===== src/hw/cis_pkg.sv =====
// Behaviour
// the core clock is the chip clock itself, with no divider in between.
// a two-register ALU operation reads, computes and writes back in one cycle.
// each source has its own vector; accept only with own and global enable set.
// lowest vector address wins; reset first, then external request zero.
// vector base select moves vectors to boot start; the boot reset fuse moves reset.
// either boot lock bit may suppress interrupts depending on program counter.
// accepting an interrupt clears the global enable.
// setting global enable inside a handler allows nested interrupts.
// return from interrupt sets the global enable.
// hardware clears a flag-type source's flag when vectoring to it.
// writing one to a flag position clears it; zero leaves it.
// flag events set the flag even while disabled; it holds until served or cleared.
// flags pending while globally disabled are served later in priority order.
// level sources request only while present, with no latch.
// after return, one instruction runs before any pending interrupt.
// handler software saves and restores the status register itself.
// global disable acts at once, even on a request in the same cycle.
// after global enable, the next instruction runs before any interrupt.
// entry takes four cycles, pushes the program counter, waits for instruction end.
// return takes four cycles, pops two bytes, adds two to stack pointer.
// entry from sleep takes four extra cycles.
// priority is evaluated at each instruction boundary, lowest index winning.
package cis_pkg;
  // ==========================================================
  // register map
  localparam logic [7:0] ADDR_CTRL = 8'h00;
  localparam logic [7:0] ADDR_FLAG = 8'h04;
  localparam logic [7:0] ADDR_ENABLE = 8'h08;
  localparam logic [7:0] ADDR_LEVEL = 8'h0C;
  localparam logic [7:0] ADDR_SP_LOW = 8'h10;
  localparam logic [7:0] ADDR_SP_HIGH = 8'h14;
  localparam logic [7:0] ADDR_STATUS = 8'h18;
  localparam int CTRL_GIE_BIT = 0;
  localparam int CTRL_VSEL_BIT = 1;
  localparam int SP_W = 11;
  localparam int SP_HIGH_W = 3;
  localparam logic [SP_W-1:0] SP_RESET = 11'h000;
  localparam logic [SP_W-1:0] SP_PC_BYTES = 11'h002;
  localparam int PC_W = 13;
  // ==========================================================
  // timing
  localparam int CLK_MHZ = 25;
  localparam int ENTRY_CYC = 4;
  localparam int WAKE_CYC = 4;
  localparam int RET_CYC = 4;
  localparam int CNT_W = 4;
  // ==========================================================
  // types
  typedef enum logic [1:0]
  {
    OP_NONE = 2'b00,
    OP_SEI = 2'b01,
    OP_CLI = 2'b10,
    OP_RET_INT = 2'b11
  } cis_op_e;
  typedef enum logic [1:0]
  {
    ST_IDLE = 2'b00,
    ST_ENTRY = 2'b01,
    ST_RET = 2'b10
  } cis_state_e;
endpackage


===== src/hw/cis_prio.sv =====
module cis_prio
  import cis_pkg::*;
#(
  parameter int N = 8,
  parameter int IW = 3
)
(
  input wire logic [N-1:0] i_req,
  output logic o_valid,
  output logic [IW-1:0] o_idx
);
  // scan downward so the lowest index is assigned last and wins
  always_comb
  begin
    o_valid = 1'b0;
    o_idx = '0;
    for (int k = N - 1; k >= 0; k--)
    begin
      if (i_req[k])
      begin
        o_valid = 1'b1;
        o_idx = IW'(k);
      end
    end
  end
endmodule


===== src/hw/cis_alu.sv =====
module cis_alu
  import cis_pkg::*;
#(
  parameter int W = 8
)
(
  input wire logic i_clk,
  input wire logic i_rst,
  input wire logic i_go,
  input wire logic i_sub,
  input wire logic [W-1:0] i_a,
  input wire logic [W-1:0] i_b,
  output logic [W-1:0] o_res
);
  logic [W-1:0] res_d;
  always_comb
  begin
    res_d = i_sub ? W'(i_a - i_b) : W'(i_a + i_b);
  end
  // operands read, result computed and written in the same edge
  always_ff @(posedge i_clk or posedge i_rst)
  begin
    if (i_rst)
      o_res <= '0;
    else if (i_go)
      o_res <= res_d;
  end
endmodule


===== src/hw/cis_intseq.sv =====
// Chosen here: the APB slave port and the address map.
module cis_intseq
  import cis_pkg::*;
#(
  parameter int NF = 6,
  parameter int NL = 2,
  parameter int VEC_WORDS = 2,
  parameter logic [PC_W-1:0] BOOT_START = 13'h1C00
)
(
  input wire logic I_SYS_CLK,
  input wire logic I_SYS_RST,
  input wire logic I_PSEL,
  input wire logic I_PENABLE,
  input wire logic I_PWRITE,
  input wire logic [7:0] I_PADDR,
  input wire logic [31:0] I_PWDATA,
  output logic [31:0] O_PRDATA,
  output logic O_PREADY,
  output logic O_PSLVERR,
  input wire logic [NF-1:0] I_FLAG_EVT,
  input wire logic [NL-1:0] I_LEVEL_REQ,
  input wire logic I_INSTR_DONE,
  input wire logic [1:0] I_INSTR_OP,
  input wire logic I_SLEEPING,
  input wire logic [PC_W-1:0] I_PC,
  input wire logic I_APP_BOOT_LOCK_BIT,
  input wire logic I_BOOT_SECT_LOCK_BIT,
  input wire logic I_BOOT_RESET_VECTOR_FUSE,
  input wire logic I_ALU_GO,
  input wire logic I_ALU_SUB,
  input wire logic [7:0] I_ALU_A,
  input wire logic [7:0] I_ALU_B,
  output logic [7:0] O_ALU_RES,
  output logic O_VEC_VALID,
  output logic [PC_W-1:0] O_VEC_ADDR,
  output logic [PC_W-1:0] O_RESET_VEC,
  output logic O_ENTRY_BUSY,
  output logic O_RET_BUSY,
  output logic O_GIE,
  output logic [SP_W-1:0] O_SP
);
  localparam int N = NF + NL;
  localparam int IW = $clog2(N);

  // ==========================================================
  // state
  cis_state_e state_q;
  logic [CNT_W-1:0] cnt_q;
  logic gie_q;
  logic vsel_q;
  logic [NF-1:0] flag_q;
  logic [NF-1:0] flag_d;
  logic [NF-1:0] en_flag_q;
  logic [NL-1:0] en_lvl_q;
  logic [IW-1:0] win_q;
  logic [SP_W-1:0] sp_q;
  logic [2:0] lock_s1_q;
  logic [2:0] lock_s2_q;
  logic [N-1:0] req;
  logic req_any;
  logic [IW-1:0] req_idx;
  logic in_boot;
  logic suppress;
  logic accept;
  logic ret_start;
  logic wr;
  logic rd;
  logic [NF-1:0] w1c;
  logic [NF-1:0] hw_clr;

  // ==========================================================
  // apb decode
  // one wait state: pready rises in the second access cycle
  assign wr = I_PSEL & I_PENABLE & I_PWRITE & ~O_PREADY;
  assign rd = I_PSEL & I_PENABLE & ~I_PWRITE & ~O_PREADY;

  function automatic logic is_mapped(input logic [7:0] a);
    is_mapped = (a == ADDR_CTRL) || (a == ADDR_FLAG) || (a == ADDR_ENABLE) ||
      (a == ADDR_LEVEL) || (a == ADDR_SP_LOW) || (a == ADDR_SP_HIGH) ||
      (a == ADDR_STATUS);
  endfunction

  always_ff @(posedge I_SYS_CLK or posedge I_SYS_RST)
  begin
    if (I_SYS_RST)
    begin
      O_PREADY <= 1'b0;
      O_PSLVERR <= 1'b0;
    end
    else
    begin
      O_PREADY <= I_PSEL & I_PENABLE & ~O_PREADY;
      O_PSLVERR <= I_PSEL & I_PENABLE & ~O_PREADY & ~is_mapped(I_PADDR);
    end
  end

  always_ff @(posedge I_SYS_CLK or posedge I_SYS_RST)
  begin
    if (I_SYS_RST)
      O_PRDATA <= '0;
    else if (rd)
    begin
      case (I_PADDR)
        ADDR_CTRL:
          O_PRDATA <= {30'h0, vsel_q, gie_q};
        ADDR_FLAG:
          O_PRDATA <= 32'(flag_q);
        ADDR_ENABLE:
          O_PRDATA <= 32'({en_lvl_q, en_flag_q});
        ADDR_LEVEL:
          O_PRDATA <= 32'(I_LEVEL_REQ);
        ADDR_SP_LOW:
          O_PRDATA <= 32'(sp_q[7:0]);
        ADDR_SP_HIGH:
          O_PRDATA <= 32'(sp_q[SP_W-1:8]);
        ADDR_STATUS:
          O_PRDATA <= {16'h0, 8'(win_q), 6'h0, state_q};
        default:
          O_PRDATA <= '0;
      endcase
    end
  end

  // ==========================================================
  // boot lock pins through two flops before use
  always_ff @(posedge I_SYS_CLK or posedge I_SYS_RST)
  begin
    if (I_SYS_RST)
    begin
      lock_s1_q <= '0;
      lock_s2_q <= '0;
    end
    else
    begin
      lock_s1_q <= {I_BOOT_RESET_VECTOR_FUSE, I_BOOT_SECT_LOCK_BIT, I_APP_BOOT_LOCK_BIT};
      lock_s2_q <= lock_s1_q;
    end
  end

  // running from the section that the vectors do not sit in is unsafe when locked
  assign in_boot = (I_PC >= BOOT_START);
  assign suppress = (lock_s2_q[0] & ~in_boot & vsel_q) |
    (lock_s2_q[1] & in_boot & ~vsel_q);

  // ==========================================================
  // request gathering and selection
  assign req = {I_LEVEL_REQ & en_lvl_q, flag_q & en_flag_q}; // see R03

  cis_prio #(.N(N), .IW(IW)) u_prio
  (
    .i_req(req),
    .o_valid(req_any),
    .o_idx(req_idx)
  );

  // only at an instruction end, so multi-cycle instructions finish first
  assign accept = (state_q == ST_IDLE) & I_INSTR_DONE & gie_q & req_any &
    (I_INSTR_OP != OP_CLI) & (I_INSTR_OP != OP_SEI) & ~suppress; // see R17 see R18
  assign ret_start = (state_q == ST_IDLE) & I_INSTR_DONE & (I_INSTR_OP == OP_RET_INT) &
    ~accept;

  // ==========================================================
  // flags: set beats every clear
  always_comb
  begin
    w1c = (wr && I_PADDR == ADDR_FLAG) ? I_PWDATA[NF-1:0] : '0;
    hw_clr = '0;
    if (accept && 32'(req_idx) < NF)
      hw_clr[req_idx] = 1'b1;
    flag_d = (flag_q & ~w1c & ~hw_clr) | I_FLAG_EVT; // see R12
  end

  always_ff @(posedge I_SYS_CLK or posedge I_SYS_RST)
  begin
    if (I_SYS_RST)
      flag_q <= '0;
    else
      flag_q <= flag_d;
  end

  always_ff @(posedge I_SYS_CLK or posedge I_SYS_RST)
  begin
    if (I_SYS_RST)
    begin
      en_flag_q <= '0;
      en_lvl_q <= '0;
    end
    else if (wr && I_PADDR == ADDR_ENABLE)
    begin
      en_flag_q <= I_PWDATA[NF-1:0];
      en_lvl_q <= I_PWDATA[N-1:NF];
    end
  end

  // ==========================================================
  // global enable and vector base
  // the status register is not stacked; handlers save it themselves
  always_ff @(posedge I_SYS_CLK or posedge I_SYS_RST)
  begin
    if (I_SYS_RST)
      gie_q <= 1'b0;
    else if (accept)
      gie_q <= 1'b0;
    else if (I_INSTR_DONE && I_INSTR_OP == OP_CLI)
      gie_q <= 1'b0;
    else if (I_INSTR_DONE && I_INSTR_OP == OP_SEI)
      gie_q <= 1'b1;
    else if (state_q == ST_RET && cnt_q == '0)
      gie_q <= 1'b1;
    else if (wr && I_PADDR == ADDR_CTRL)
      gie_q <= I_PWDATA[CTRL_GIE_BIT];
  end

  always_ff @(posedge I_SYS_CLK or posedge I_SYS_RST)
  begin
    if (I_SYS_RST)
      vsel_q <= 1'b0;
    else if (wr && I_PADDR == ADDR_CTRL)
      vsel_q <= I_PWDATA[CTRL_VSEL_BIT];
  end

  // ==========================================================
  // entry and return sequencer
  always_ff @(posedge I_SYS_CLK or posedge I_SYS_RST)
  begin
    if (I_SYS_RST)
    begin
      state_q <= ST_IDLE;
      cnt_q <= '0;
      win_q <= '0;
    end
    else
    begin
      case (state_q)
        ST_IDLE:
        begin
          if (accept)
          begin
            state_q <= ST_ENTRY;
            win_q <= req_idx;
            cnt_q <= I_SLEEPING ? CNT_W'(ENTRY_CYC + WAKE_CYC - 1) :
              CNT_W'(ENTRY_CYC - 1); // see R19
          end
          else if (ret_start)
          begin
            state_q <= ST_RET;
            cnt_q <= CNT_W'(RET_CYC - 1);
          end
        end
        ST_ENTRY, ST_RET:
        begin
          // leaving to idle means the next accept needs a fresh instruction end
          if (cnt_q == '0)
            state_q <= ST_IDLE;
          else
            cnt_q <= cnt_q - 1'b1;
        end
        default:
          state_q <= ST_IDLE;
      endcase
    end
  end

  // ==========================================================
  // stack pointer: push at entry, pop at return end
  always_ff @(posedge I_SYS_CLK or posedge I_SYS_RST)
  begin
    if (I_SYS_RST)
      sp_q <= SP_RESET;
    else if (accept)
      sp_q <= sp_q - SP_PC_BYTES;
    else if (state_q == ST_RET && cnt_q == '0)
      sp_q <= sp_q + SP_PC_BYTES;
    else if (wr && I_PADDR == ADDR_SP_LOW)
      sp_q[7:0] <= I_PWDATA[7:0];
    else if (wr && I_PADDR == ADDR_SP_HIGH)
      sp_q[SP_W-1:8] <= I_PWDATA[SP_HIGH_W-1:0];
  end

  // ==========================================================
  // outputs
  // the core clock is this clock with no divider, so cycle counts are exact
  always_ff @(posedge I_SYS_CLK or posedge I_SYS_RST)
  begin
    if (I_SYS_RST)
    begin
      O_VEC_VALID <= 1'b0;
      O_VEC_ADDR <= '0;
      O_RESET_VEC <= '0;
      O_ENTRY_BUSY <= 1'b0;
      O_RET_BUSY <= 1'b0;
      O_GIE <= 1'b0;
      O_SP <= SP_RESET;
    end
    else
    begin
      O_VEC_VALID <= (state_q == ST_ENTRY) && (cnt_q == '0);
      O_VEC_ADDR <= (vsel_q ? BOOT_START : '0) +
        PC_W'((32'(win_q) + 1) * VEC_WORDS); // see R03
      O_RESET_VEC <= lock_s2_q[2] ? BOOT_START : '0;
      O_ENTRY_BUSY <= (state_q == ST_ENTRY);
      O_RET_BUSY <= (state_q == ST_RET);
      O_GIE <= gie_q;
      O_SP <= sp_q;
    end
  end

  cis_alu #(.W(8)) u_alu
  (
    .i_clk(I_SYS_CLK),
    .i_rst(I_SYS_RST),
    .i_go(I_ALU_GO),
    .i_sub(I_ALU_SUB),
    .i_a(I_ALU_A),
    .i_b(I_ALU_B),
    .o_res(O_ALU_RES)
  );
endmodule


===== config.mk =====
export PLATFORM = sky130hd
export DESIGN_NAME = cis_intseq
export DESIGN_NICKNAME = d
export VERILOG_FILES = /design/src/hw/cis_pkg.sv /design/src/hw/cis_prio.sv /design/src/hw/cis_alu.sv /design/src/hw/cis_intseq.sv
export SDC_FILE = /design/constraint.sdc
export NUM_CORES = 1
export LEC_CHECK = 0
export CORE_ASPECT_RATIO = 0.6
export CORE_MARGIN = 2
export CORE_UTILIZATION = 40
export CTS_BUF_LIST = sky130_fd_sc_hd__clkbuf_16
export DETAILED_ROUTE_END_ITERATION = 16
export DONT_BUFFER_PORTS = 1
export GPL_TIMING_DRIVEN = 0
export PLACE_DENSITY = 0.62
export SYNTH_ARGS = -nofsm -noshare
export SYNTH_HDL_FRONTEND = slang
export SYNTH_SLANG_ARGS = --single-unit

===== constraint.sdc =====
create_clock -name I_SYS_CLK -period 2.7 [get_ports I_SYS_CLK]
set_clock_uncertainty 0.2 [all_clocks]
set_input_delay 0.27 -clock I_SYS_CLK [delete_from_list [all_inputs] [get_ports I_SYS_CLK]]
set_output_delay 0.27 -clock I_SYS_CLK [all_outputs]
set_load 0.01 [all_outputs]

# ---- Yosys cells after proc, flatten, opt, wreduce, memory -nomap -nowiden
# Cells that the tools add are included.
dict set report totals {
  register_bits 125
  in_bits 91
  out_inout_bits 83
  elab_cells 157
}
dict set report op_classes {
  n_lt_le_gt_ge 4
  bitwise_logic 34
  n_eq_ne 17
  addsub 7
  reduce_logical 29
  n_mux 43
}
# cell n
set op_table {}
lappend op_table {{case mux 11 bit (7 select lines)} 1}
lappend op_table {{two-way mux 3 bit} 11}
lappend op_table {{two-way mux 13 bit} 2}
lappend op_table {{equality test 8 x 5 -> 1 bit (second input constant)} 3}
lappend op_table {{two-way mux 11 bit} 2}
lappend op_table {{AND 1 bit} 19}
lappend op_table {{AND 6 bit} 3}
lappend op_table {{equality test 8 x 4 -> 1 bit (second input constant)} 2}
lappend op_table {{two-way mux 8 bit} 2}
lappend op_table {{two-way mux 1 bit} 14}
lappend op_table {{adder 13 x 5 -> 13 bit} 1}
lappend op_table {{greater-or-equal comparator 13 bit (second input constant)} 1}
lappend op_table {{two-way mux 4 bit} 3}
lappend op_table {{two-way mux 6 bit} 2}
lappend op_table {{NOT 6 bit} 2}
lappend op_table {{adder 11 x 2 -> 11 bit (second input constant)} 1}
lappend op_table {{logical AND 1 bit} 11}
lappend op_table {{subtractor 11 x 2 -> 11 bit (second input constant)} 1}
lappend op_table {{adder 8 bit} 1}
lappend op_table {{equality test 8 x 3 -> 1 bit (second input constant)} 1}
lappend op_table {{logical NOT 8 bit} 1}
lappend op_table {{case mux 4 bit (2 select lines)} 1}
lappend op_table {{subtractor 8 bit} 1}
lappend op_table {{NOT 1 bit} 7}
lappend op_table {{other kinds (25)} 41}

# ---- Logic depth before layout (Yosys ltp)
dict set report depth {
  ltp_word 18
  mapped_depth 11
  depth_no_buf 11
}

# ---- Cells and area by module
# From an unflattened synthesis, not the netlist that was laid out.
dict set report hier_totals {
  hier_cells 511
  hier_area_um2 4902.2
}
# mod n_inst seq_area_each_um2 cells_per_inst area_per_inst_um2
set modules_own_cells {}
lappend modules_own_cells {cis_intseq 1 1901.8 415 4088.9}
lappend modules_own_cells {cis_alu 1 200.2 83 733.2}
lappend modules_own_cells {cis_prio 1 0.0 13 80.1}

# ---- Least setup slack after synthesis
# Ideal clock, no wire load.
dict set report synth_path {
  path_type {input-to-reg}
  startpoint {input I_ALU_B[0]}
  endpoint {register u_alu.o_res[6]}
  stages 10
  slack_ns 0.392
  required_time_ns 2.375
  path_buffers 0
  arrival_ns 1.983
  setup_time_ns 0.125
  path_cell_list {inv_1 -> ha_1 -> mux2i_1 -> fa_1 -> a21o_1 -> a21oi_1 -> o21bai_1 -> a21oi_1 -> xnor2_1 -> mux2_2}
}
dict set report synth_via {
  elab_chain_cells 2
  elab_cells_between_ends 3
  cone_classes {add/sub (2); mux (1)}
}
# element line
set synth_lines {}
lappend synth_lines {{start, declared} cis_intseq.sv:33} ;# input wire logic [7:0] I_ALU_B,
lappend synth_lines {{adder 8 bit or subtractor 8 bit (tied branches)} cis_alu.sv:18} ;# res_d = i_sub ? W'(i_a - i_b) : W'(i_a + i_b);
lappend synth_lines {{two-way mux 8 bit (*)} cis_alu.sv:18}
lappend synth_lines {{end signal, assigned} cis_alu.sv:26} ;# o_res <= res_d;
lappend synth_lines {{end, declared} cis_alu.sv:13} ;# output logic [W-1:0] o_res
# Every way passes the cells marked *; elsewhere a longest branch is shown, timed or not.
# A chain may end at the register's enable or synchronous reset.

# ---- Worst setup path in the final report
dict set report layout_path {
  startpoint {register sp_q[1]}
  endpoint {register sp_q[9]}
}
dict set report layout_via {
  elab_chain_cells 3
  elab_cells_between_ends 4
  cone_classes {add/sub (2); mux (2)}
}
# element line
set layout_lines {}
lappend layout_lines {{start, declared} cis_intseq.sv:57} ;# logic [SP_W-1:0] sp_q;
lappend layout_lines {{start signal, assigned} cis_intseq.sv:272} ;# sp_q <= sp_q - SP_PC_BYTES;
lappend layout_lines {{start signal, assigned} cis_intseq.sv:274} ;# sp_q <= sp_q + SP_PC_BYTES;
lappend layout_lines {{start signal, assigned} cis_intseq.sv:276} ;# sp_q[7:0] <= I_PWDATA[7:0];
lappend layout_lines {{adder 11 x 2 -> 11 bit} cis_intseq.sv:274}
lappend layout_lines {{two-way mux 11 bit} cis_intseq.sv:273} ;# else if (state_q == ST_RET && cnt_q == '0)
lappend layout_lines {{two-way mux 11 bit (*)} cis_intseq.sv:271} ;# else if (accept)
# Marks and branches as above.

==> implementation parameters <==
Parameter                              Value

Setup path
  Critical path endpoint category    flip-flop
  Crit start category    flip-flop
  Crit Path Class    flip-flop to flip-flop
  Maximum net fanout on the critical path    8
  Crit-path leading delay family    simple AND/OR/NAND/NOR gates
  Total buffers and inverters traversed by the critical path    2
  Path depth of the worst reg2reg path    9
  Required time at the endpoint of the critical path    2.73 ns
  Arrival time at the worst endpoint    2.59 ns
  Slowest cell on the critical path    nor3_1
  Peak per-stage delay on the critical path    0.40 ns
  Sequence of cells on the critical path    buf_2 > inv_1 > ha_1 > nand2b_1 > or2_2 > nor3_1 > nor3b_1 > o21ai_0 > a22o_1
  Number of stages on the worst setup path    9

Place
  Gp weighted congestion    0.911
  Post-detail-place hpwl    10.1 mm
  Post-DP Area    5190 µm²
  Number of cells after detailed placement    696
  Buffers added on ports    0

STA
  Worst slack on hold paths    -0.00191 ns
  Worst slew margin relative to its limit    28.7%
  Setup-violating endpoint count in the final report    0
  Unrepaired setup endpoints after global routing    no
  Fmax    390 MHz
  Crit path time final    2.56 ns
  Fin. Hold Viols    1
  Actual slew at the worst max-slew pin    1.06 ns
  Max-slew violations    0
  Ratio of final minimum period to clock period    94.9%

Pwr
  Proportion of power drawn by the clock network    30.7%
  VDD IR max    358 µV
  Fraction of power spent switching nets    33.5%
  Post-layout power    4180 µW
  Design internal power    2780 µW
  Switching power summed over all nets    1400 µW
  Seq pwr share    44.0%
  Total power per unit cell area    720 nW/µm²
  Total leakage power    0.00267 µW
  Combinational fraction of design power    25.3%

Clocking
  Clock-pin slew of the registers on the worst-case setup and hold paths    0.06 ns
  Number of buffers inserted during clock tree synthesis    9
  Clock Tree Buf Depth    2
  Worst-Skew Late Latency    0.35 ns
  Clock root cell    clkbuf_16
  Clock H-tree levels    3
  Clock tree from TritonCTS    yes
  Clock tree sinks    84

Routing
  Total via count after detailed routing    3887
  DRT antenna net count    0
  Average vias per placed instance    5.25
  Initial drt markers    311
  WL per Instance    17.9 µm
  Sum of routed wire length over all layers    13.3 mm
  Number of detailed-route iterations in the first pass    4
  Remaining DRCs    0

Layout
  # nets final    677
  Share of the core filled with cells in the final layout    48.7%
  Fill cells    1102
  P&R area growth vs syn    20.4%
  Fin area    5800 µm²
  Final non-filler cell total    740
  Fraction of final layout cells sized beyond drive strength 1    17.8%

Logic synthesis
  Post-synthesis async set-or-reset flop share    100%
  Synthesized-area fraction occupied by ao, oa, aoi and oai cells    16.1%
  Syn Inst Count    494
  Leading register cell type out of synthesis    dfrtp_1
  Count of distinct cell types in the synthesized netlist    64
  Area share of fa/ha/maj cells after synthesis    4.31%
  Sequential cell area fraction in the yosys report    43.6%
  Post-synthesis mux area share    4.98%
  Post-synthesis area per instance    9.76 µm²
  Synthesized flop and latch total    84
  EDFF count, synth    0
  XOR/XNOR share of the synthesized area    4.18%
  Combinational family with the most area after synthesis    simple AND/OR/NAND/NOR gates
  Area of the mapped netlist    4820 µm²
  Number of warning messages in the yosys log    0
  Area share of and/or/nand/nor cells after synthesis    16.6%

Floorplan
  Number of rows in the core area    31
  Chip Width    146 µm
  Overall die height    89.1 µm
  Full die area    13000 µm²
  Core Box Area    11900 µm²
  Starting density of the core    40.5%
  I/O Pins    174

GRT
  Met2 capacity usage during global routing    27.4%
  Met3 Use GR    6.68%
  Number of global-route vias before repair    3600
  Antenna violations before repair    1
  Global route hottest layer    met1
  GRT Total Usage    20.6%
  Sum of overflow across all layers after global routing    0
  Met1 usage in global routing    31.8%
  Largest net degree at the start of global routing    48
  Global-route wire length before repair    20.2 mm

Hold path
  Path class of the lowest-slack min-delay path    input pin to flip-flop
  Number of cells on the worst hold path    3

Job
  Max-cap violations    0

Run status
  Status    finished, violations left
  Violations in the final reports    negative hold slack
[path summary, 6_finish.rpt]
check                             endpoint  slack, ns    startpoint
max                                sp_q[9]       0.14       sp_q[1]
min                         u_alu.o_res[0]     -0.002    I_ALU_A[0]
max reg2reg                        sp_q[9]       0.14       sp_q[1]
min reg2reg                   lock_s2_q[0]       0.15  lock_s1_q[0]
max in group asynchronous          sp_q[1]       1.46     I_SYS_RST
min in group asynchronous  O_RESET_VEC[11]       0.24     I_SYS_RST
[through the flow]
step                      setup slack [ns]  hold slack [ns]  TNS (ns)
after floorplan                     0.0649            0.101         0
after global placement              -0.915            0.102    -76.46
after detailed placement           -0.0927           0.0136   -0.0927
after CTS                           0.0386         0.000659         0
after global routing                0.0210           0.0145         0
final                                0.137         -0.00191         0
[logic make-up (layout without fill, tap and decap cells)]
group / Yosys count / count (layout)
adders and majority gates: 16 / 16
AOI/OAI and AO/OA: 113 / 113
xor gates and xnor gates: 23 / 23
other: 1 / 38
buffers and inverters: 83 / 127
muxes: 22 / 22
DFF: 84 / 84
and+or+nand+nor: 152 / 152
[cell type report]
class / count / area, µm² / area share [%]
diodes: 1 / 2.50 / 0.0431
plain buffers: 59 / 399 / 6.88
clock buffers: 9 / 225 / 3.88
clock inverters: 6 / 80.1 / 1.38
inverters: 23 / 88.8 / 1.53
multi-input cells: 363 / 2380 / 41.0
flip-flops and latches: 84 / 2100 / 36.2
well taps: 165 / 206 / 3.56
repair buffers: 30 / 318 / 5.48
[worst register-to-register path, cell delays in order (launching register included)]
cell	delay [ns]
dfrtp_1	0.39
buf_2	0.20
inv_1	0.08
ha_1	0.17
nand2b_1	0.09
or2_2	0.32
nor3_1	0.40
nor3b_1	0.24
o21ai_0	0.10
a22o_1	0.25
[cells in the final DEF (no fill, tap or decap), types with 6 or more instances in the layout]
| cell type | synthesis | routed |
|---|---|---|
| a31oi_1 | 9 | 9 |
| xor2_1 | 6 | 6 |
| clkbuf_16 | 0 | 9 |
| a22oi_1 | 13 | 13 |
| dfrtp_1 | 84 | 84 |
| buf_4 | 43 | 43 |
| xnor2_1 | 17 | 17 |
| buf_2 | 7 | 7 |
| o21ai_0 | 23 | 23 |
| inv_1 | 23 | 22 |
| o211ai_1 | 6 | 6 |
| and2_1 | 6 | 6 |
| clkbuf_1 | 9 | 8 |
| dlygate4sd3_1 | 0 | 29 |
| nor2_1 | 37 | 37 |
| mux2_2 | 15 | 15 |
| nand3_1 | 17 | 17 |
| nand2_1 | 39 | 39 |
| and3_1 | 8 | 7 |
| a21oi_1 | 21 | 21 |
| ha_1 | 15 | 15 |
| a22o_1 | 8 | 8 |
| nor3_1 | 10 | 10 |
| conb_1 | 1 | 37 |
[power by group through the flow]
stage / Sequential (µW) / Combinational, µW / Clock, µW
final: 1840 / 1060 / 1280
after global routing: 1870 / 1180 / 1380
after CTS: 1830 / 1040 / 1320
after detailed placement: 1850 / 989 / 0
after global placement: 1840 / 951 / 0
after floorplan: 1760 / 801 / 0
[synthesized netlist by cell type (all sizes together) (6+ instances only)]
cell | count | area [µm²]
nand3 | 18 | 103
dfrtp | 84 | 2100
and3 | 8 | 50.1
inv | 23 | 86.3
a31oi | 9 | 56.3
a21oi | 21 | 105
mux2i | 6 | 60.1
buf | 51 | 369
ha | 15 | 188
o211ai | 6 | 45.0
xnor2 | 17 | 149
mux2 | 16 | 180
o21ai | 24 | 124
a22oi | 13 | 97.6
a22o | 8 | 70.1
xor2 | 6 | 52.6
clkbuf | 9 | 33.8
nand2 | 42 | 175
nor2 | 37 | 139
nor3 | 11 | 60.1
and2 | 7 | 45.1
[registers in the layout, summed over array words and instances (netlist names), 2 cells and up]
register and cells:
O_PRDATA 11, O_SP 11, O_VEC_ADDR 5, cnt_q 4, en_flag_q 6, en_lvl_q 2
flag_q 6, lock_s1_q 3, lock_s2_q 3, sp_q 11, state_q 2, u_alu.o_res 8
win_q 3
[layer usage]
| layer | wire (µm) | vias up |
|---|---|---|
| met4 | 93 | 0 |
| li1 | - | 1827 |
| met3 | 1300 | 10 |
| met1 | 6650 | 1880 |
| met5 | 0 | - |
| met2 | 5230 | 170 |
[timing repair]
action	CTS	global route
resized for setup	1	3
hold buffers	29	0
hold endpoints to repair	65	0
endpoints found under the setup margin	2	5
setup buffers	0	0
(Power assumes the default switching activity.)
